===== src/mbact_pkg.sv =====
package mbact_pkg;
    // protocol data addresses of the flat table
    localparam logic [15:0] ADR_SETPOINT = 16'h0000;
    localparam logic [15:0] ADR_FORCE = 16'h0001;
    localparam logic [15:0] ADR_SERVICE = 16'h0002;
    localparam logic [15:0] ADR_CATEGORY = 16'h0003;
    localparam logic [15:0] ADR_POS_PCT = 16'h0004;
    localparam logic [15:0] ADR_POS_ABS = 16'h0005;
    localparam logic [15:0] ADR_FLOW_PCT = 16'h0006;
    localparam logic [15:0] ADR_FLOW_ABS = 16'h0007;
    localparam logic [15:0] ADR_SENSOR = 16'h0008;
    localparam logic [15:0] ADR_SERIAL1 = 16'h0064;
    localparam logic [15:0] ADR_SERIAL2 = 16'h0065;
    localparam logic [15:0] ADR_SERIAL4 = 16'h0066;
    localparam logic [15:0] ADR_VERSION = 16'h0067;
    localparam logic [15:0] ADR_FLAGS = 16'h0068;
    localparam logic [15:0] ADR_LOWER = 16'h0069;
    localparam logic [15:0] ADR_UPPER = 16'h006a;
    localparam logic [15:0] ADR_SKIND = 16'h006b;
    localparam logic [15:0] ADR_LOSS = 16'h006c;
    // bit address of the flags word for discrete-input reads
    localparam logic [15:0] ADR_FLAGS_BITS = 16'h0680;
    // function codes
    localparam logic [7:0] FC_READ_DISC = 8'h02;
    localparam logic [7:0] FC_READ_HOLD = 8'h03;
    localparam logic [7:0] FC_READ_INP = 8'h04;
    localparam logic [7:0] FC_WRITE_ONE = 8'h06;
    localparam logic [7:0] FC_WRITE_MANY = 8'h10;
    localparam logic [7:0] EXC_FLAG = 8'h80;
    localparam logic [7:0] EXC_ILL_FUNC = 8'h01;
    localparam logic [7:0] EXC_ILL_ADDR = 8'h02;
    // forced position values
    localparam logic [15:0] FORCE_NONE = 16'h0000;
    localparam logic [15:0] FORCE_OPEN = 16'h0001;
    localparam logic [15:0] FORCE_CLOSE = 16'h0002;
    localparam logic [15:0] FORCE_MIN = 16'h0003;
    localparam logic [15:0] FORCE_MAX = 16'h0005;
    // link loss actions
    localparam logic [15:0] LOSS_HOLD = 16'h0000;
    localparam logic [15:0] LOSS_CLOSE = 16'h0001;
    localparam logic [15:0] LOSS_OPEN = 16'h0002;
    // position scale, hundredths of a percent
    localparam logic [15:0] POS_FULL = 16'h2710;
    localparam logic [15:0] POS_ZERO = 16'h0000;
    localparam logic [15:0] NOT_SUPPORTED = 16'hffff;
    // factory defaults of communication parameters
    localparam logic [7:0] DEF_BASE_ADDR = 8'h00;
    localparam logic [2:0] DEF_BAUD_SEL = 3'h2;
    localparam logic [4:0] QUICK_MAX = 5'h10;
    localparam logic [4:0] QUICK_MIN = 5'h01;
    // flag bit positions
    localparam int FLAG_ACTIVITY = 8;
    localparam int FLAG_GEAR = 9;
    localparam int FLAG_WATCHDOG = 10;
    localparam logic [15:0] SVC_CLEAR_FAULTS = 16'h0004;
    localparam logic [15:0] FAULT_KEEP = 16'h0011;
    // link watchdog time
    localparam longint CLK_HZ = 200000000;
    localparam longint LOSS_TIME_S = 120;
    localparam longint LOSS_CYCLES = LOSS_TIME_S * CLK_HZ;
    // non-volatile defaults
    localparam logic [15:0] DEF_LOWER = 16'h0000;
    localparam logic [15:0] DEF_UPPER = 16'h2710;
endpackage


===== src/mbact_req_if.sv =====
`timescale 1ns/1ps
// one decoded table access between front end and table
interface mbact_req_if;
    logic wr;
    logic rd;
    logic [15:0] addr;
    logic [15:0] wdata;
    logic [15:0] rdata;
    logic hit;
    logic writable;
    modport table_side (input wr, rd, addr, wdata, output rdata, hit, writable);
    modport user_side (output wr, rd, addr, wdata, input rdata, hit, writable);
endinterface


===== src/mbact_table.sv =====
`timescale 1ns/1ps
// flat word table shared by every object type
module mbact_table (
    // clock and reset
    input wire logic core_clk,
    input wire logic rst_n,
    // access port
    mbact_req_if.table_side acc,
    // live values
    input wire logic [15:0] pos_now,
    input wire logic [15:0] flags_now,
    input wire logic [15:0] sensor_now,
    input wire logic [15:0] category_now,
    input wire logic svc_taken,
    // stored controls
    output logic [15:0] setpoint_q,
    output logic [15:0] force_q,
    output logic [15:0] service_q,
    output logic [15:0] lower_q,
    output logic [15:0] upper_q,
    output logic [15:0] skind_q,
    output logic [15:0] loss_q,
    output logic nv_write
);
    parameter logic [15:0] SERIAL_ONE = 16'h0001; // arbitrary value
    parameter logic [15:0] SERIAL_TWO = 16'h0002; // arbitrary value
    parameter logic [15:0] SERIAL_FOUR = 16'h0003; // arbitrary value
    parameter logic [15:0] VERSION = 16'h0064; // arbitrary value
    logic [15:0] setpoint_d, force_d, service_d, lower_d, upper_d, skind_d, loss_d;
    logic nv_d;

    // read mux and hit decode, one map for all object types
    always_comb begin
        acc.rdata = 16'h0000;
        acc.hit = 1'b1;
        acc.writable = 1'b0;
        case (acc.addr)
            mbact_pkg::ADR_SETPOINT: begin acc.rdata = setpoint_q; acc.writable = 1'b1; end
            mbact_pkg::ADR_FORCE: begin acc.rdata = force_q; acc.writable = 1'b1; end
            mbact_pkg::ADR_SERVICE: begin acc.rdata = service_q; acc.writable = 1'b1; end
            mbact_pkg::ADR_CATEGORY: acc.rdata = category_now;
            mbact_pkg::ADR_POS_PCT: acc.rdata = pos_now;
            mbact_pkg::ADR_POS_ABS: acc.rdata = pos_now;
            mbact_pkg::ADR_FLOW_PCT: acc.rdata = mbact_pkg::NOT_SUPPORTED;
            mbact_pkg::ADR_FLOW_ABS: acc.rdata = mbact_pkg::NOT_SUPPORTED;
            mbact_pkg::ADR_SENSOR: acc.rdata = sensor_now;
            mbact_pkg::ADR_SERIAL1: acc.rdata = SERIAL_ONE;
            mbact_pkg::ADR_SERIAL2: acc.rdata = SERIAL_TWO;
            mbact_pkg::ADR_SERIAL4: acc.rdata = SERIAL_FOUR;
            mbact_pkg::ADR_VERSION: acc.rdata = VERSION;
            mbact_pkg::ADR_FLAGS: acc.rdata = flags_now;
            mbact_pkg::ADR_LOWER: begin acc.rdata = lower_q; acc.writable = 1'b1; end
            mbact_pkg::ADR_UPPER: begin acc.rdata = upper_q; acc.writable = 1'b1; end
            mbact_pkg::ADR_SKIND: begin acc.rdata = skind_q; acc.writable = 1'b1; end
            mbact_pkg::ADR_LOSS: begin acc.rdata = loss_q; acc.writable = 1'b1; end
            default: acc.hit = 1'b0;
        endcase
    end

    // write decode; service word self-clears once taken
    always_comb begin
        setpoint_d = setpoint_q;
        force_d = force_q;
        service_d = svc_taken ? 16'h0000 : service_q;
        lower_d = lower_q;
        upper_d = upper_q;
        skind_d = skind_q;
        loss_d = loss_q;
        nv_d = 1'b0;
        if (acc.wr) begin
            case (acc.addr)
                mbact_pkg::ADR_SETPOINT: setpoint_d = acc.wdata;
                mbact_pkg::ADR_FORCE: force_d = acc.wdata;
                mbact_pkg::ADR_SERVICE: service_d = acc.wdata; // new request wins over clear
                mbact_pkg::ADR_LOWER: begin lower_d = acc.wdata; nv_d = 1'b1; end
                mbact_pkg::ADR_UPPER: begin upper_d = acc.wdata; nv_d = 1'b1; end
                mbact_pkg::ADR_SKIND: begin skind_d = acc.wdata; nv_d = 1'b1; end
                mbact_pkg::ADR_LOSS: begin loss_d = acc.wdata; nv_d = 1'b1; end
                default: ;
            endcase
        end
    end

    // volatile group clears, non-volatile group reloads its defaults on reset as well
    always_ff @(posedge core_clk) begin
        if (!rst_n) begin
            setpoint_q <= 16'h0000;
            force_q <= 16'h0000;
            service_q <= 16'h0000;
            lower_q <= mbact_pkg::DEF_LOWER;
            upper_q <= mbact_pkg::DEF_UPPER;
            skind_q <= 16'h0000;
            loss_q <= mbact_pkg::LOSS_HOLD;
            nv_write <= 1'b0;
        end else begin
            setpoint_q <= setpoint_d;
            force_q <= force_d;
            service_q <= service_d;
            lower_q <= lower_d;
            upper_q <= upper_d;
            skind_q <= skind_d;
            loss_q <= loss_d;
            nv_write <= nv_d;
        end
    end
endmodule


===== src/mbact_motion.sv =====
`timescale 1ns/1ps
// drive sequencer: homing, end-stop stop, gear release
module mbact_motion (
    // clock and reset
    input wire logic core_clk,
    input wire logic rst_n,
    // targets and sensing
    input wire logic [15:0] target,
    input wire logic [15:0] pos_now,
    input wire logic end_stop,
    input wire logic manual_btn,
    // drive
    output logic drive_en,
    output logic drive_dir,
    output logic gear_free,
    output logic homing
);
    typedef enum logic [1:0] {MBACT_HOME = 2'b00, MBACT_TRACK = 2'b01, MBACT_FREE = 2'b11} mbact_mst_t;
    mbact_mst_t st_q, st_d;
    logic en_d, dir_d;

    // next state: home first, then follow the target
    always_comb begin
        st_d = st_q;
        en_d = 1'b0;
        dir_d = 1'b0;
        case (st_q)
            MBACT_HOME: begin
                en_d = !end_stop;
                dir_d = 1'b0;
                if (manual_btn) st_d = MBACT_FREE;
                else if (end_stop) st_d = MBACT_TRACK;
            end
            MBACT_TRACK: begin
                dir_d = target > pos_now;
                // a hard stop ends travel without any limit switch
                en_d = (target != pos_now) && !end_stop;
                if (manual_btn) st_d = MBACT_FREE;
            end
            MBACT_FREE: begin
                if (!manual_btn) st_d = MBACT_HOME;
            end
            default: st_d = MBACT_HOME;
        endcase
    end

    always_ff @(posedge core_clk) begin
        if (!rst_n) begin
            st_q <= MBACT_HOME;
            drive_en <= 1'b0;
            drive_dir <= 1'b0;
            gear_free <= 1'b0;
            homing <= 1'b1;
        end else begin
            st_q <= st_d;
            drive_en <= en_d;
            drive_dir <= dir_d;
            gear_free <= (st_d == MBACT_FREE);
            homing <= (st_d == MBACT_HOME);
        end
    end
endmodule


===== src/mbact_regmap.sv =====
`timescale 1ns/1ps
module mbact_regmap #(
    parameter longint LOSS_CYCLES = mbact_pkg::LOSS_CYCLES
) (
    // clock and reset
    input wire logic core_clk,
    input wire logic rst_n,
    // decoded request frame from the link layer
    input wire logic req_valid,
    input wire logic [7:0] req_node,
    input wire logic [7:0] req_func,
    input wire logic [15:0] req_addr,
    input wire logic [15:0] req_count,
    input wire logic [15:0] req_wdata,
    input wire logic req_wnext,
    // answer word stream to the link layer
    output logic rsp_valid,
    output logic [7:0] rsp_func,
    output logic [7:0] rsp_exc,
    output logic [15:0] rsp_data,
    output logic rsp_last,
    output logic req_wtake,
    // quick addressing and power-up buttons
    input wire logic [4:0] quick_sel,
    input wire logic [7:0] base_addr,
    input wire logic [2:0] baud_sel,
    input wire logic btn3,
    output logic [7:0] node_addr,
    output logic comm_default,
    // actuator side
    input wire logic [15:0] pos_now,
    input wire logic [15:0] sensor_now,
    input wire logic [15:0] category_now,
    input wire logic [7:0] fault_now,
    input wire logic end_stop,
    input wire logic manual_btn,
    input wire logic svc_taken,
    output logic drive_en,
    output logic drive_dir,
    output logic gear_free,
    output logic [15:0] target_pos,
    output logic [15:0] service_cmd,
    output logic nv_write
);
    typedef enum logic [2:0] {
        MBACT_IDLE = 3'b000, MBACT_READ = 3'b001, MBACT_WRITE = 3'b011, MBACT_ACK = 3'b010, MBACT_EXC = 3'b110
    } mbact_st_t;

    mbact_req_if acc ();
    logic [15:0] setpoint_q, force_q, service_q, lower_q, upper_q, skind_q, loss_q;
    logic nv_w, homing, drv_en, drv_dir, gear_w;
    mbact_st_t st_q, st_d;
    logic [15:0] addr_q, addr_d, left_q, left_d;
    logic [7:0] func_q, func_d, exc_q, exc_d;
    logic rsp_valid_d, rsp_last_d, wtake_d;
    logic [15:0] rsp_data_d;
    logic first_q, comm_def_q, comm_def_d;
    logic [7:0] node_q, node_d;
    logic [35:0] wd_q, wd_d; // two minutes at full rate overflow 32 bits
    logic wd_fired_q, wd_fired_d;
    logic [15:0] flags_w, tgt_q, tgt_d, fault_q, fault_d;

    // range check over the whole requested span
    function automatic logic span_ok(input logic [15:0] a, input logic [15:0] n);
        logic [16:0] e;
        e = {1'b0, a} + {1'b0, n} - 17'h0_0001;
        span_ok = (n != 16'h0000) && ((e[15:0] <= mbact_pkg::ADR_SENSOR && !e[16])
            || (a >= mbact_pkg::ADR_SERIAL1 && e[15:0] <= mbact_pkg::ADR_LOSS && !e[16]));
    endfunction

    function automatic logic fc_known(input logic [7:0] f);
        fc_known = (f == mbact_pkg::FC_READ_HOLD) || (f == mbact_pkg::FC_WRITE_ONE)
            || (f == mbact_pkg::FC_READ_DISC) || (f == mbact_pkg::FC_READ_INP)
            || (f == mbact_pkg::FC_WRITE_MANY);
    endfunction

    // flags word: live bits on top of sticky fault byte
    assign flags_w = {5'h00, wd_fired_q, gear_w, (homing || service_q != 16'h0000), fault_q[7:0]};

    mbact_table u_table (
        .core_clk(core_clk), .rst_n(rst_n), .acc(acc.table_side),
        .pos_now(pos_now), .flags_now(flags_w), .sensor_now(sensor_now),
        .category_now(category_now), .svc_taken(svc_taken),
        .setpoint_q(setpoint_q), .force_q(force_q), .service_q(service_q),
        .lower_q(lower_q), .upper_q(upper_q), .skind_q(skind_q), .loss_q(loss_q),
        .nv_write(nv_w)
    );

    mbact_motion u_motion (
        .core_clk(core_clk), .rst_n(rst_n), .target(tgt_q), .pos_now(pos_now),
        .end_stop(end_stop), .manual_btn(manual_btn),
        .drive_en(drv_en), .drive_dir(drv_dir), .gear_free(gear_w), .homing(homing)
    );

    // table port driven from the protocol walker
    assign acc.addr = addr_q;
    assign acc.rd = (st_q == MBACT_READ);
    assign acc.wr = (st_q == MBACT_WRITE) && req_wnext && acc.writable;
    assign acc.wdata = req_wdata;

    // protocol walker: one word per cycle
    always_comb begin
        st_d = st_q;
        addr_d = addr_q;
        left_d = left_q;
        func_d = func_q;
        exc_d = exc_q;
        rsp_valid_d = 1'b0;
        rsp_last_d = 1'b0;
        rsp_data_d = 16'h0000;
        wtake_d = 1'b0;
        case (st_q)
            MBACT_IDLE: begin
                if (req_valid && req_node == node_q) begin
                    func_d = req_func;
                    left_d = (req_func == mbact_pkg::FC_WRITE_ONE) ? 16'h0001 : req_count;
                    addr_d = req_addr;
                    // discrete reads reach the flags word through its bit address
                    if (req_func == mbact_pkg::FC_READ_DISC && req_addr == mbact_pkg::ADR_FLAGS_BITS) begin
                        addr_d = mbact_pkg::ADR_FLAGS;
                        left_d = 16'h0001;
                    end
                    if (!fc_known(req_func)) begin
                        exc_d = mbact_pkg::EXC_ILL_FUNC;
                        st_d = MBACT_EXC;
                    end else if (!span_ok(addr_d, left_d)) begin
                        exc_d = mbact_pkg::EXC_ILL_ADDR;
                        st_d = MBACT_EXC;
                    end else if (req_func == mbact_pkg::FC_WRITE_ONE || req_func == mbact_pkg::FC_WRITE_MANY) begin
                        st_d = MBACT_WRITE;
                    end else begin
                        st_d = MBACT_READ;
                    end
                end
            end
            MBACT_READ: begin
                rsp_valid_d = 1'b1;
                rsp_data_d = acc.rdata;
                left_d = left_q - 16'h0001;
                addr_d = addr_q + 16'h0001;
                if (left_q == 16'h0001) begin
                    rsp_last_d = 1'b1;
                    st_d = MBACT_IDLE;
                end
            end
            MBACT_WRITE: begin
                if (req_wnext) begin
                    wtake_d = 1'b1;
                    left_d = left_q - 16'h0001;
                    addr_d = addr_q + 16'h0001;
                    if (left_q == 16'h0001) st_d = MBACT_ACK;
                end
            end
            MBACT_ACK: begin
                rsp_valid_d = 1'b1;
                rsp_last_d = 1'b1;
                rsp_data_d = req_addr;
                st_d = MBACT_IDLE;
            end
            MBACT_EXC: begin
                rsp_valid_d = 1'b1;
                rsp_last_d = 1'b1;
                st_d = MBACT_IDLE;
            end
            default: st_d = MBACT_IDLE;
        endcase
    end

    // node address, power-up default catch, watchdog, target choice
    always_comb begin
        node_d = base_addr + {3'h0, quick_sel};
        if (quick_sel < mbact_pkg::QUICK_MIN || quick_sel > mbact_pkg::QUICK_MAX) node_d = base_addr;
        comm_def_d = comm_def_q;
        if (first_q) comm_def_d = btn3;
        if (comm_def_q) node_d = mbact_pkg::DEF_BASE_ADDR;
        // refresh of setpoint or override restarts the count
        wd_d = wd_q;
        wd_fired_d = wd_fired_q;
        if (acc.wr && (addr_q == mbact_pkg::ADR_SETPOINT || addr_q == mbact_pkg::ADR_FORCE)) begin
            wd_d = 36'h0_0000_0000;
            wd_fired_d = 1'b0;
        end else if (loss_q == mbact_pkg::LOSS_HOLD) begin
            wd_d = 36'h0_0000_0000;
            wd_fired_d = 1'b0;
        end else if (wd_q >= 36'(LOSS_CYCLES - 1)) begin
            wd_fired_d = 1'b1;
        end else begin
            wd_d = wd_q + 36'h0_0000_0001;
        end
        // limits bound the setpoint; override then replaces it, open and close unbounded
        tgt_d = setpoint_q > mbact_pkg::POS_FULL ? mbact_pkg::POS_FULL : setpoint_q;
        if (tgt_d < lower_q) tgt_d = lower_q;
        if (tgt_d > upper_q) tgt_d = upper_q;
        case (force_q)
            mbact_pkg::FORCE_OPEN: tgt_d = mbact_pkg::POS_FULL;
            mbact_pkg::FORCE_CLOSE: tgt_d = mbact_pkg::POS_ZERO;
            mbact_pkg::FORCE_MIN: tgt_d = lower_q;
            mbact_pkg::FORCE_MAX: tgt_d = upper_q;
            default: ;
        endcase
        if (wd_fired_q) tgt_d = (loss_q == mbact_pkg::LOSS_OPEN) ? mbact_pkg::POS_FULL : mbact_pkg::POS_ZERO;
        // fault bits sticky; clear command spares the two permanent ones
        fault_d = fault_q | {8'h00, fault_now};
        if (svc_taken && service_q == mbact_pkg::SVC_CLEAR_FAULTS)
            fault_d = (fault_q & mbact_pkg::FAULT_KEEP) | {8'h00, fault_now};
    end

    always_ff @(posedge core_clk) begin
        if (!rst_n) begin
            st_q <= MBACT_IDLE;
            addr_q <= 16'h0000;
            left_q <= 16'h0000;
            func_q <= 8'h00;
            exc_q <= 8'h00;
            first_q <= 1'b1;
            comm_def_q <= 1'b0;
            node_q <= mbact_pkg::DEF_BASE_ADDR;
            wd_q <= 36'h0_0000_0000;
            wd_fired_q <= 1'b0;
            tgt_q <= mbact_pkg::POS_ZERO;
            fault_q <= 16'h0000;
            rsp_valid <= 1'b0;
            rsp_func <= 8'h00;
            rsp_exc <= 8'h00;
            rsp_data <= 16'h0000;
            rsp_last <= 1'b0;
            req_wtake <= 1'b0;
            node_addr <= mbact_pkg::DEF_BASE_ADDR;
            comm_default <= 1'b0;
            drive_en <= 1'b0;
            drive_dir <= 1'b0;
            gear_free <= 1'b0;
            target_pos <= mbact_pkg::POS_ZERO;
            service_cmd <= 16'h0000;
            nv_write <= 1'b0;
        end else begin
            st_q <= st_d;
            addr_q <= addr_d;
            left_q <= left_d;
            func_q <= func_d;
            exc_q <= exc_d;
            first_q <= 1'b0;
            comm_def_q <= comm_def_d;
            node_q <= node_d;
            wd_q <= wd_d;
            wd_fired_q <= wd_fired_d;
            tgt_q <= tgt_d;
            fault_q <= fault_d;
            rsp_valid <= rsp_valid_d;
            rsp_func <= (st_q == MBACT_EXC) ? (func_q | mbact_pkg::EXC_FLAG) : func_q;
            rsp_exc <= (st_q == MBACT_EXC) ? exc_q : 8'h00;
            rsp_data <= rsp_data_d;
            rsp_last <= rsp_last_d;
            req_wtake <= wtake_d;
            node_addr <= node_q;
            comm_default <= comm_def_q;
            drive_en <= drv_en;
            drive_dir <= drv_dir;
            gear_free <= gear_w;
            target_pos <= tgt_q;
            service_cmd <= service_q;
            nv_write <= nv_w;
        end
    end
endmodule


===== config.mk =====
export PLATFORM = sky130hd
export DESIGN_NAME = mbact_regmap
export DESIGN_NICKNAME = d
export VERILOG_FILES = /design/src/mbact_pkg.sv /design/src/mbact_req_if.sv /design/src/mbact_table.sv /design/src/mbact_motion.sv /design/src/mbact_regmap.sv
export SDC_FILE = /design/constraint.sdc
export NUM_CORES = 1
export LEC_CHECK = 0
export BUFFER_PORTS_ARGS = -buffer_cell sky130_fd_sc_hd__buf_2
export CAP_MARGIN = 20
export CORE_MARGIN = 1
export CORE_UTILIZATION = 50
export CTS_CLUSTER_DIAMETER = 80
export CTS_CLUSTER_SIZE = 24
export DETAILED_ROUTE_END_ITERATION = 12
export GPL_TIMING_DRIVEN = 0
export PLACE_DENSITY_LB_ADDON = 0.08
export SLEW_MARGIN = 20
export SYNTH_ARGS = -nofsm -noshare
export SYNTH_HDL_FRONTEND = slang
export SYNTH_SLANG_ARGS = --single-unit

===== constraint.sdc =====
create_clock -name core_clk -period 11.58 [get_ports core_clk]
set_clock_uncertainty 0.2 [all_clocks]
set_input_delay 2.316 -clock core_clk [delete_from_list [all_inputs] [get_ports core_clk]]
set_output_delay 2.316 -clock core_clk [all_outputs]
set_load 0.05 [all_outputs]

* Yosys cells after proc, flatten, opt, wreduce, memory -nomap -nowiden
Index checks and enable logic that the tools add are counted.
Storage, ports and cells: input bits 144, output and inout bits 80, register bits 329
Operators by class: add/subtract/negate cells 6, reduce and logical (&&, ||, !) cells 52, bitwise gates (word level) 3, muxes and demuxes 50, equality and inequality tests 44, $lt $le $gt $ge 10
Operators with widths (count):
- $mux 16 | 19
- $pmux 16 s16 | 1
- $eq 16x7->1 const B | 9
- $eq 16x3->1 const B | 6
- $pmux 16 s3 | 2
- $eq 16x2->1 const B | 5
- $pmux 16 s4 | 1
- $eq 16x1->1 const B | 3
- $add 36x1->36 const B | 1
- $ge 36x35->1 const B | 1
- $gt 16x16->1 | 2
- $logic_not 16->1 | 2
- $mux 8 | 4
- $pmux 16 s2 | 1
- $reduce_bool 16->1 | 2
- $reduce_and 2->1 | 11
- $mux 3 | 6
- $add 16x16->17 | 1
- $sub 17x1->17 const B | 1
- $add 16x1->16 const B | 1
- $eq 16x11->1 const B | 1
- $eq 16x4->1 const B | 1
- $eq 8x2->1 const B | 2
- $eq 8x3->1 const B | 2
- other kinds (40) | 80

* Longest topological paths before layout
Gate-level depths: netlist (run 1).
depth in word-level cells 16, mapped depth 22

* Hierarchy
From an unflattened synthesis (run 1), not the netlist that was laid out.
Unflattened totals: cells, all modules 2109, area total of the unflattened synthesis 17236.5 µm²
By module, submodules not included:
- mbact_regmap | sequential area each 3803.6 µm², area each 10618.9 µm², times used 1, cells an instance 1317
- mbact_table | sequential area each 2262.2 µm², area each 6028.3 µm², times used 1, cells an instance 721
- mbact_motion | sequential area each 120.1 µm², area each 589.3 µm², times used 1, cells an instance 71

* Least setup slack after synthesis (run 1)
No wires, ideal clock.
path type input to register, from in req_addr[6], to reg st_q[1], path slack 4871 ps, stages 18, data required time 11250 ps, data arrival time 6378 ps, cells stage by stage nand4b_1 > or4_1 > or3_1 > a21o_1 > nand2_1 > ha_1 > inv_1 > ha_1 > inv_1 > fa_1 > nor2b_1 > o22ai_1 > xnor2_1 > o221a_2 > or4_1 > or4_4 > o311ai_1 > o31ai_1
On the way: cells in the longest elaborated chain, start to end 16, elaborated cells between the ends (all ways) 24, those cells by class add/sub (2); order compare (3); eq/ne (1); mux (10); reduce/logical (8)
RTL lines:
- start: declaration | line mbact_regmap.sv:12 | input wire logic [15:0] req_addr,
- $eq 16x11->1 | line mbact_regmap.sv:119 | if (req_func == mbact_pkg::FC_READ_DISC && req_addr == mbact_pkg::ADR_FLAGS_BITS) begin
- $logic_and 1x1->1 | line mbact_regmap.sv:119
- $mux 16 | line mbact_regmap.sv:119
- $mux 16 | line mbact_regmap.sv:114 | if (req_valid && req_node == node_q) begin
- $mux 16 | line mbact_regmap.sv:112 | case (st_q)
- $add 16x16->17 | line mbact_regmap.sv:66 | e = {1'b0, a} + {1'b0, n} - 17'h0_0001;
- $sub 17x1->17 | line mbact_regmap.sv:66
- $le 16x7->1 | line mbact_regmap.sv:68 | || (a >= mbact_pkg::ADR_SERIAL1 && e[15:0] <= mbact_pkg::ADR_LOSS && !e[16]));
- $logic_and 1x1->1 (2 in a row) | line mbact_regmap.sv:68
- $logic_or 1x1->1 | line mbact_regmap.sv:68
- $logic_and 1x1->1 * | line mbact_regmap.sv:67 | span_ok = (n != 16'h0000) && ((e[15:0] <= mbact_pkg::ADR_SENSOR && !e[16])
- $mux 3 * | line mbact_regmap.sv:126 | end else if (!span_ok(addr_d, left_d)) begin
- $mux 3 * | line mbact_regmap.sv:123 | if (!fc_known(req_func)) begin
- $mux 3 * | line mbact_regmap.sv:114
- $pmux 3 s3 * | line mbact_regmap.sv:112
- end signal: assignment | line mbact_regmap.sv:237 | st_q <= st_d;
- end: declaration | line mbact_regmap.sv:52 | mbact_st_t st_q, st_d;
Mark *: on every way between the ends. The rest lies on a longest branch, timed or not. The select of a mux whose other input is x is not followed. A chain may end at the register's enable or synchronous reset.

* Final worst setup path (run 1)
from in req_func[2], to reg st_q[1]
On the way: cells in the longest elaborated chain, start to end 16, elaborated cells between the ends (all ways) 35, those cells by class add/sub (2); order compare (3); eq/ne (5); mux (12); reduce/logical (13)
RTL lines:
- start: declaration | line mbact_regmap.sv:11 | input wire logic [7:0] req_func,
- $eq 8x3->1 / $eq 8x2->1 (equally long branches)
- $mux 16 / $logic_and 1x1->1 (equally long branches) | line mbact_regmap.sv:116, mbact_regmap.sv:119
- $mux 16 | line mbact_regmap.sv:119
- $mux 16 | line mbact_regmap.sv:114
- $mux 16 | line mbact_regmap.sv:112
- $add 16x16->17 | line mbact_regmap.sv:66
- $sub 17x1->17 | line mbact_regmap.sv:66
- $le 16x7->1 | line mbact_regmap.sv:68
- $logic_and 1x1->1 (2 in a row) | line mbact_regmap.sv:68
- $logic_or 1x1->1 | line mbact_regmap.sv:68
- $logic_and 1x1->1 | line mbact_regmap.sv:67
- $mux 3 | line mbact_regmap.sv:126
- $mux 3 * | line mbact_regmap.sv:123
- $mux 3 * | line mbact_regmap.sv:114
- $pmux 3 s3 * | line mbact_regmap.sv:112
Marks and branches as above.

==> impl_metrics.csv, run 1 <==
group,metric,value,unit
status,status,"completed",
detailed_routing,route.vias.total,16700,
detailed_routing,viasPerCell,6.16,
logic_synthesis,synth-xor-area-share,2.73,%
logic_synthesis,ys_seq_area_share,37.8,%
logic_synthesis,synth_area_per_cell,8.08,um^2
worst_setup_path,crit_buf_inv,3,
timing,period_minus_slack,7.31,ns
die,core-area,31900,um^2
logic_synthesis,muxShareOfSynthArea,1.88,%
pwr,ir_worst_vdd,0.135,mV
worst_setup_path,crit_required,11.78,ns
logic_synthesis,synth-edff-count,0,
detailed_routing,drc_errors,0,
worst_setup_path,cp_top_family,"simple AND/OR/NAND/NOR gates",
pwr,leakage,7.64,nW
global_route,grtUsageTotal,37.1,%
clock_tree,cts_root_buf,"clkbuf_16",
logic_synthesis,synth_top_cell_by_area,"dfxtp_1",
detailed_routing,initialDrtViolationCount,1959,
timing,final_hold_viol_count,0,
timing,fmax,137,MHz
worst_setup_path,cp_max_fo,9,
timing,setup_viol,0,
logic_synthesis,synth_most_common_cell,"dfxtp_1",
die,die-area,33500,um^2
global_route,grt.overflow.total,0,
finish,fillCellCount,3063,
logic_synthesis,yosys.cell_types.count,83,
logic_synthesis,synth_top_family_by_area,"simple AND/OR/NAND/NOR gates",
clock_tree,cts_made_buffers,20,
worst_setup_path,reg2reg_from,"u_table.setpoint_q[11]",
worst_setup_path,critical_path_class,"input port to flip-flop",
worst_setup_path,cp-startpoint,"req_func[2]",
timing,fin_tns_setup,0,ns
logic_synthesis,syn_inst,2027,
detailed_routing,drt_wl_total,63200,um
detailed_routing,ant_nets,0,
worst_setup_path,crit_path_end_kind,"flip-flop",
finish,drive_above_1_share,13.3,%
worst_setup_path,crit_chain,"buf_2, nor3b_1, nand2_1, nor4_1, nor2_1, ha_1, inv_1, ha_1, a21oi_2, o211a_1, buf_2, xnor2_1, o221a_2, or4_1, or4_4, o311ai_1, o31ai_1",
place,gp_congestion,1.03,
place,numPortBuffers,214,
logic_synthesis,ys_seq_elements,309,
logic_synthesis,syn_area,16400,um^2
logic_synthesis,synth_top_area_share,37.8,%
clock_tree,cts.path.max_buffers,3,
timing,grt_setup_unrepaired,"no",
timing,drv_slew,0,
clock_tree,cts.repair.resized,0,
min_path,holdCritStartpoint,"u_motion.drive_dir",
finish,finalNetCount,2506,
global_route,grt_pass1_vias,15100,
global_route,grt_max_degree,25,
pwr,power_density,113,nW/um^2
clock_tree,cts_tree,"done",
run,maxCapViolations,0,
clock_tree,cts_setup_buffers,0,
timing,slew_headroom,17.5,%
logic_synthesis,synth_simple_gate_area_share,24.6,%
finish,syn_to_final_growth,14.4,%
die,die_y,183,um
worst_setup_path,crit_path_top_delay_cell,"nor4_1",
logic_synthesis,synth_top_cells_by_count,"dfxtp_1 (309), nand2_1 (266), a21oi_1 (189)",
detailed_routing,wl_per_cell,23.2,um
logic_synthesis,synth_compound_area_share,20.2,%
die,num_io_pins,224,
global_route,grt_pass1_wl,93200,um
die,die_w,183,um
worst_setup_path,cp-start-kind,"input port",
clock_tree,ctsHoldBuffers,0,
worst_setup_path,arrival,7.51,ns
global_route,antenna_found_initial,2,
logic_synthesis,synth_warnings,0,
detailed_routing,drt_pass1_iterations,7,
timing,holdWs,0.240,ns
worst_setup_path,critPathMaxStageDelay,0.92,ns
clock_tree,path_clk_slew,0.09,ns
timing,fin_crit_sh,63.2,%
clock_tree,htree_num_levels,1,
die,initial_core_util,51.4,%
die,row_count,65,
logic_synthesis,synth-async-reset-ratio,0,%
clock_tree,clock_latency,0.55,ns
clock_tree,numClockSinks,309,
logic_synthesis,ys.flop_type,"dfxtp_1",
timing,worst_pin_slew,1.23,ns
place,dp_hpwl,49400,um
logic_synthesis,synthAdderAreaFrac,7.12,%
min_path,worstHoldPathType,"flip-flop to flip-flop",
logic_synthesis,ys_top_cells_by_area,"dfxtp_1 (38%), ha_1 (6.9%), nand2_1 (6.1%), a21oi_1 (5.8%), nor2_1 (3.4%)",
-- worst register-to-register path, stage by stage, from the launching register on --
cell and delay (ns):
dfxtp_1 0.42, or2_1 0.30, o311a_1 0.42, a41oi_1 0.61, nor2b_1 0.15, ha_1 0.32
a21oi_1 0.14, nor2b_1 0.06, a2111oi_0 0.39, o31ai_1 0.18, a21oi_4 0.37, buf_2 0.32
mux2_1 0.41, ha_1 0.33, a21o_1 0.17, a21o_1 0.17, a211oi_1 0.21, o21ai_0 0.12
o221ai_1 0.42, nor2_1 0.19, a31o_2 0.26, clkbuf_1 0.25, a221o_1 0.46
-- cells in the final DEF (no fill, tap or decap), drive strengths merged, types with 15 or more instances in the layout --
cell and n:
nand2b 15, nor3 36, nand2 266, a21oi 192, and3 30, dfxtp 309
xor2 29, xnor2 22, a22oi 16, and2 77, nor2b 18, a221oi 43
inv 127, nand4 34, clkbuf 108, a21o 27, nand3 87, ha 90
nor4 31, a222oi 19, o21ai 72, a22o 27, mux2i 15, nand3b 19
nor2 148, buf 240
-- power by group --
group / internal, mW / switching [mW] / total (mW)
combinational: 0.0863 / 0.161 / 0.247
clock: 0.384 / 0.418 / 0.802
sequential: 1.07 / 0.00592 / 1.08
total: 1.54 / 0.585 / 2.13
-- metrics by stage --
stage	instance area (um^2)	std cells	worst slack [ns]	util [%]	power [mW]
after floorplan	16400	2034	4.87	-	1.24
after global placement	18000	2683	3.92	56.5	1.34
after detailed placement	18000	2683	3.88	56.6	1.34
after CTS	18700	2716	4.41	58.7	2.13
after global routing	18700	2716	4.13	58.7	2.19
final	18700	2718	4.27	58.8	2.13
-- area by class of cell --
class / count / area (um^2) / share of cell area [%]
Multi-Input combinational cell: 1493 / 9310 / 49.7
Tap cell: 435 / 544 / 2.91
Clock inverter: 10 / 146 / 0.781
Inverter: 121 / 454 / 2.42
Buffer: 111 / 464 / 2.48
Sequential cell: 309 / 6190 / 33.0
Antenna cell: 2 / 5.00 / 0.0267
Clock buffer: 23 / 553 / 2.95
Timing Repair Buffer: 214 / 1070 / 5.72
-- flip-flops by register name (all words and copies together), names as in the netlist, 16 cells and up --
signal and cells:
wd_q 36, acc.addr 16, left_q 16, rsp_data 16, service_cmd 16, target_pos 16, tgt_q 16, u_table.force_q 16
u_table.loss_q 16, u_table.lower_q 16, u_table.service_q 16, u_table.setpoint_q 16, u_table.skind_q 16, u_table.upper_q 16
-- kinds of logic (layout without fill, tap and decap cells) --
| family | count (synthesis) | count (layout) |
|---|---|---|
| AOI/OAI and AO/OA | 501 | 501 |
| xor gates and xnor gates | 51 | 51 |
| adders and majority gates | 92 | 92 |
| buffers and inverters | 232 | 479 |
| DFF | 309 | 309 |
| muxes | 29 | 29 |
| other | 1 | 10 |
| and+or+nand+nor | 812 | 812 |
-- path summary, 6_finish.rpt --
kind / slack, ns / cells after the start / end
max: 4.27 / 17 / st_q[1]
min: 0.24 / 1 / drive_dir
max reg2reg: 4.60 / 22 / tgt_q[0]
min reg2reg: 0.24 / 1 / drive_dir
-- per-layer routing --
metal | routed length, um | global-route usage, % | up-vias
met4 | 3260 | 16.7 | 0
met2 | 25800 | 54.2 | 1001
li1 | - | - | 7719
met1 | 26400 | 50.9 | 7842
met3 | 7690 | 9.87 | 184
met5 | 0 | 0 | -
(Power assumes the default switching activity.)
==> inputs of run 2 (changes only) <==
- clock period: 11.58 -> 6.7 ns (I/O delays scaled with it)
==> run 2 against run 1 <==
  * Global-route usage about the same
  * Clock power increased by 72%
  * Critical path depth increased by 5
  * Sequential share of layout area decreased by 0.10 points
  * Highest routed layer unchanged
  * Total power increased by 73%
  * Critical path type is now flip-flop to flip-flop
  * Worst hold slack got worse by 0.00056 ns
  * Setup slack got worse by 4.0 ns
==> impl_metrics.csv, run 2 (synthesized netlist as in run 1, its figures left out) <==
group,metric,value,unit
status,status,"completed",
finish,top_register,"wd_q",
worst_setup_path,cp-startpoint,"u_table.setpoint_q[11]",
detailed_routing,drt_pass1_iterations,9,
detailed_routing,met1_length,26300,um
timing,fmax,157,MHz
detailed_routing,route.vias.total,16800,
clock_tree,cts_tree,"done",
die,die_y,183,um
worst_setup_path,rr_worst_depth,22,
finish,fillCellCount,3062,
detailed_routing,dr_wl_met2,26100,um
timing,fin_crit_sh,95.4,%
die,core-area,31900,um^2
worst_setup_path,crit_path_end_kind,"flip-flop",
die,die-area,33500,um^2
finish,syn_to_final_growth,14.7,%
timing,period_minus_slack,6.39,ns
global_route,grt_max_degree,25,
worst_setup_path,reg2reg_from,"u_table.setpoint_q[11]",
worst_setup_path,cp_max_fo,10,
detailed_routing,ant_nets,0,
clock_tree,cts_root_buf,"clkbuf_16",
detailed_routing,drc_errors,0,
die,die_w,183,um
clock_tree,ctsHoldBuffers,0,
detailed_routing,top_layer_used,"met4",
detailed_routing,wl_met3,7720,um
worst_setup_path,arrival,6.58,ns
detailed_routing,drt_wl_total,63400,um
die,initial_core_util,51.4,%
timing,setup_viol,0,
min_path,hold_end,"drive_dir",
worst_setup_path,critical_path_class,"flip-flop to flip-flop",
finish,fin_area,18800,um^2
global_route,grt.overflow.total,0,
global_route,grt_pass1_wl,93300,um
worst_setup_path,crit_required,6.89,ns
global_route,antenna_found_initial,2,
clock_tree,cts.path.max_buffers,3,
pwr,ir_worst_vdd,0.234,mV
timing,slew_headroom,20.2,%
clock_tree,cts_made_buffers,20,
timing,worst_pin_slew,1.19,ns
worst_setup_path,r2r_slack,0.31,ns
place,gp_congestion,1.03,
finish,finalNetCount,2510,
pwr,leakage,7.66,nW
detailed_routing,wl_per_cell,23.3,um
die,row_count,65,
clock_tree,clock_latency,0.55,ns
place,numPortBuffers,214,
clock_tree,path_clk_slew,0.09,ns
timing,drv_slew,0,
timing,fin_tns_setup,0,ns
finish,final_cell_mix,"dfxtp_1 (309), nand2_1 (266), buf_2 (231)",
detailed_routing,initialDrtViolationCount,1926,
finish,ff_latch_area,6190,um^2
global_route,grt_pass1_vias,15100,
clock_tree,htree_num_levels,1,
run,maxCapViolations,0,
finish,drive_above_1_share,13.6,%
worst_setup_path,r2r_end,"tgt_q[1]",
min_path,min_delay_path_depth,1,
clock_tree,numClockSinks,309,
min_path,holdCritStartpoint,"u_motion.drive_dir",
place,dp_hpwl,49400,um
place,place_area,18000,um^2
die,num_io_pins,224,
min_path,worstHoldPathType,"flip-flop to flip-flop",
finish,largest_reg_flops,36,
worst_setup_path,cp-start-kind,"flip-flop",
pwr,power_density,195,nW/um^2
finish,final_common_cell,"dfxtp_1",
timing,final_hold_viol_count,0,
finish,multi_input_area,9340,um^2
global_route,grtUsageTotal,37.1,%
detailed_routing,viasPerCell,6.16,
==> run 2: area by class of cell <==
type	instances	area share (%)
multi-input cells	1493	49.7
flip-flops and latches	309	32.9
repair buffers	218	5.86
clock buffers	23	2.94
well taps	435	2.90
plain buffers	111	2.47
inverters	121	2.42
clock inverters	10	0.779
diodes	1	0.0133
==> run 2: timing repair <==
action | 4_1_cts | 5_1_grt
hold endpoints to repair | 0 | 0
pin swaps | 0 | 1
endpoints found under the setup margin | 10 | 15
buffers inserted | 0 | 4
gates resized for setup | 3 | 1
==> run 2: power breakdown <==
part / internal, mW / total (mW) / switching, mW
sequential: 1.85 / 1.86 / 0.0102
combinational: 0.151 / 0.428 / 0.278
clock: 0.664 / 1.38 / 0.719
==> run 2: per-stage QoR <==
stage / power (mW) / utilization [%] / hold slack (ns) / setup slack (ns) / cells
finish: 3.67 / 58.9 / 0.239 / 0.311 / 2721
global route: 3.79 / 58.9 / 0.263 / -0.0200 / 2720
CTS: 3.67 / 58.8 / 0.242 / 0.0450 / 2716
detailed placement: 2.32 / 56.6 / 0.221 / -0.232 / 2683
global placement: 2.31 / 56.5 / 0.223 / -0.193 / 2683
floorplan: 2.15 / - / 0.212 / 0.942 / 2034
==> run 2: worst max-delay path by stage <==
stage	to	slack, ns	cells after the start
after floorplan	tgt_q[11]	0.94	22
after global placement	tgt_q[1]	-0.19	22
after detailed placement	tgt_q[1]	-0.23	22
after CTS	tgt_q[1]	0.05	22
after global routing	tgt_q[1]	-0.02	22
final	tgt_q[1]	0.31	22
==> run 2: metal layers <==
metal | up-vias | GRT usage [%]
met5 | - | 0
met1 | 7840 | 51.0
met3 | 193 | 9.87
met4 | 0 | 16.7
met2 | 1005 | 54.2
li1 | 7728 | -
==> run 2: critical path, cell delays in order (launching register included) <==
cell and delay [ns]:
dfxtp_1 0.41, or2_1 0.30, o311a_1 0.44, a41oi_4 0.33, nor2b_1 0.11, ha_1 0.30
a21oi_1 0.14, nor2b_1 0.06, a2111oi_0 0.39, o31ai_1 0.19, a21oi_4 0.23, buf_2 0.27
mux2_1 0.40, ha_1 0.32, nand2_1 0.10, nor4_1 0.06, a2111oi_0 0.36, o21ai_0 0.19
o221ai_2 0.33, nor2_1 0.16, a31o_2 0.25, clkbuf_1 0.24, a221o_1 0.46
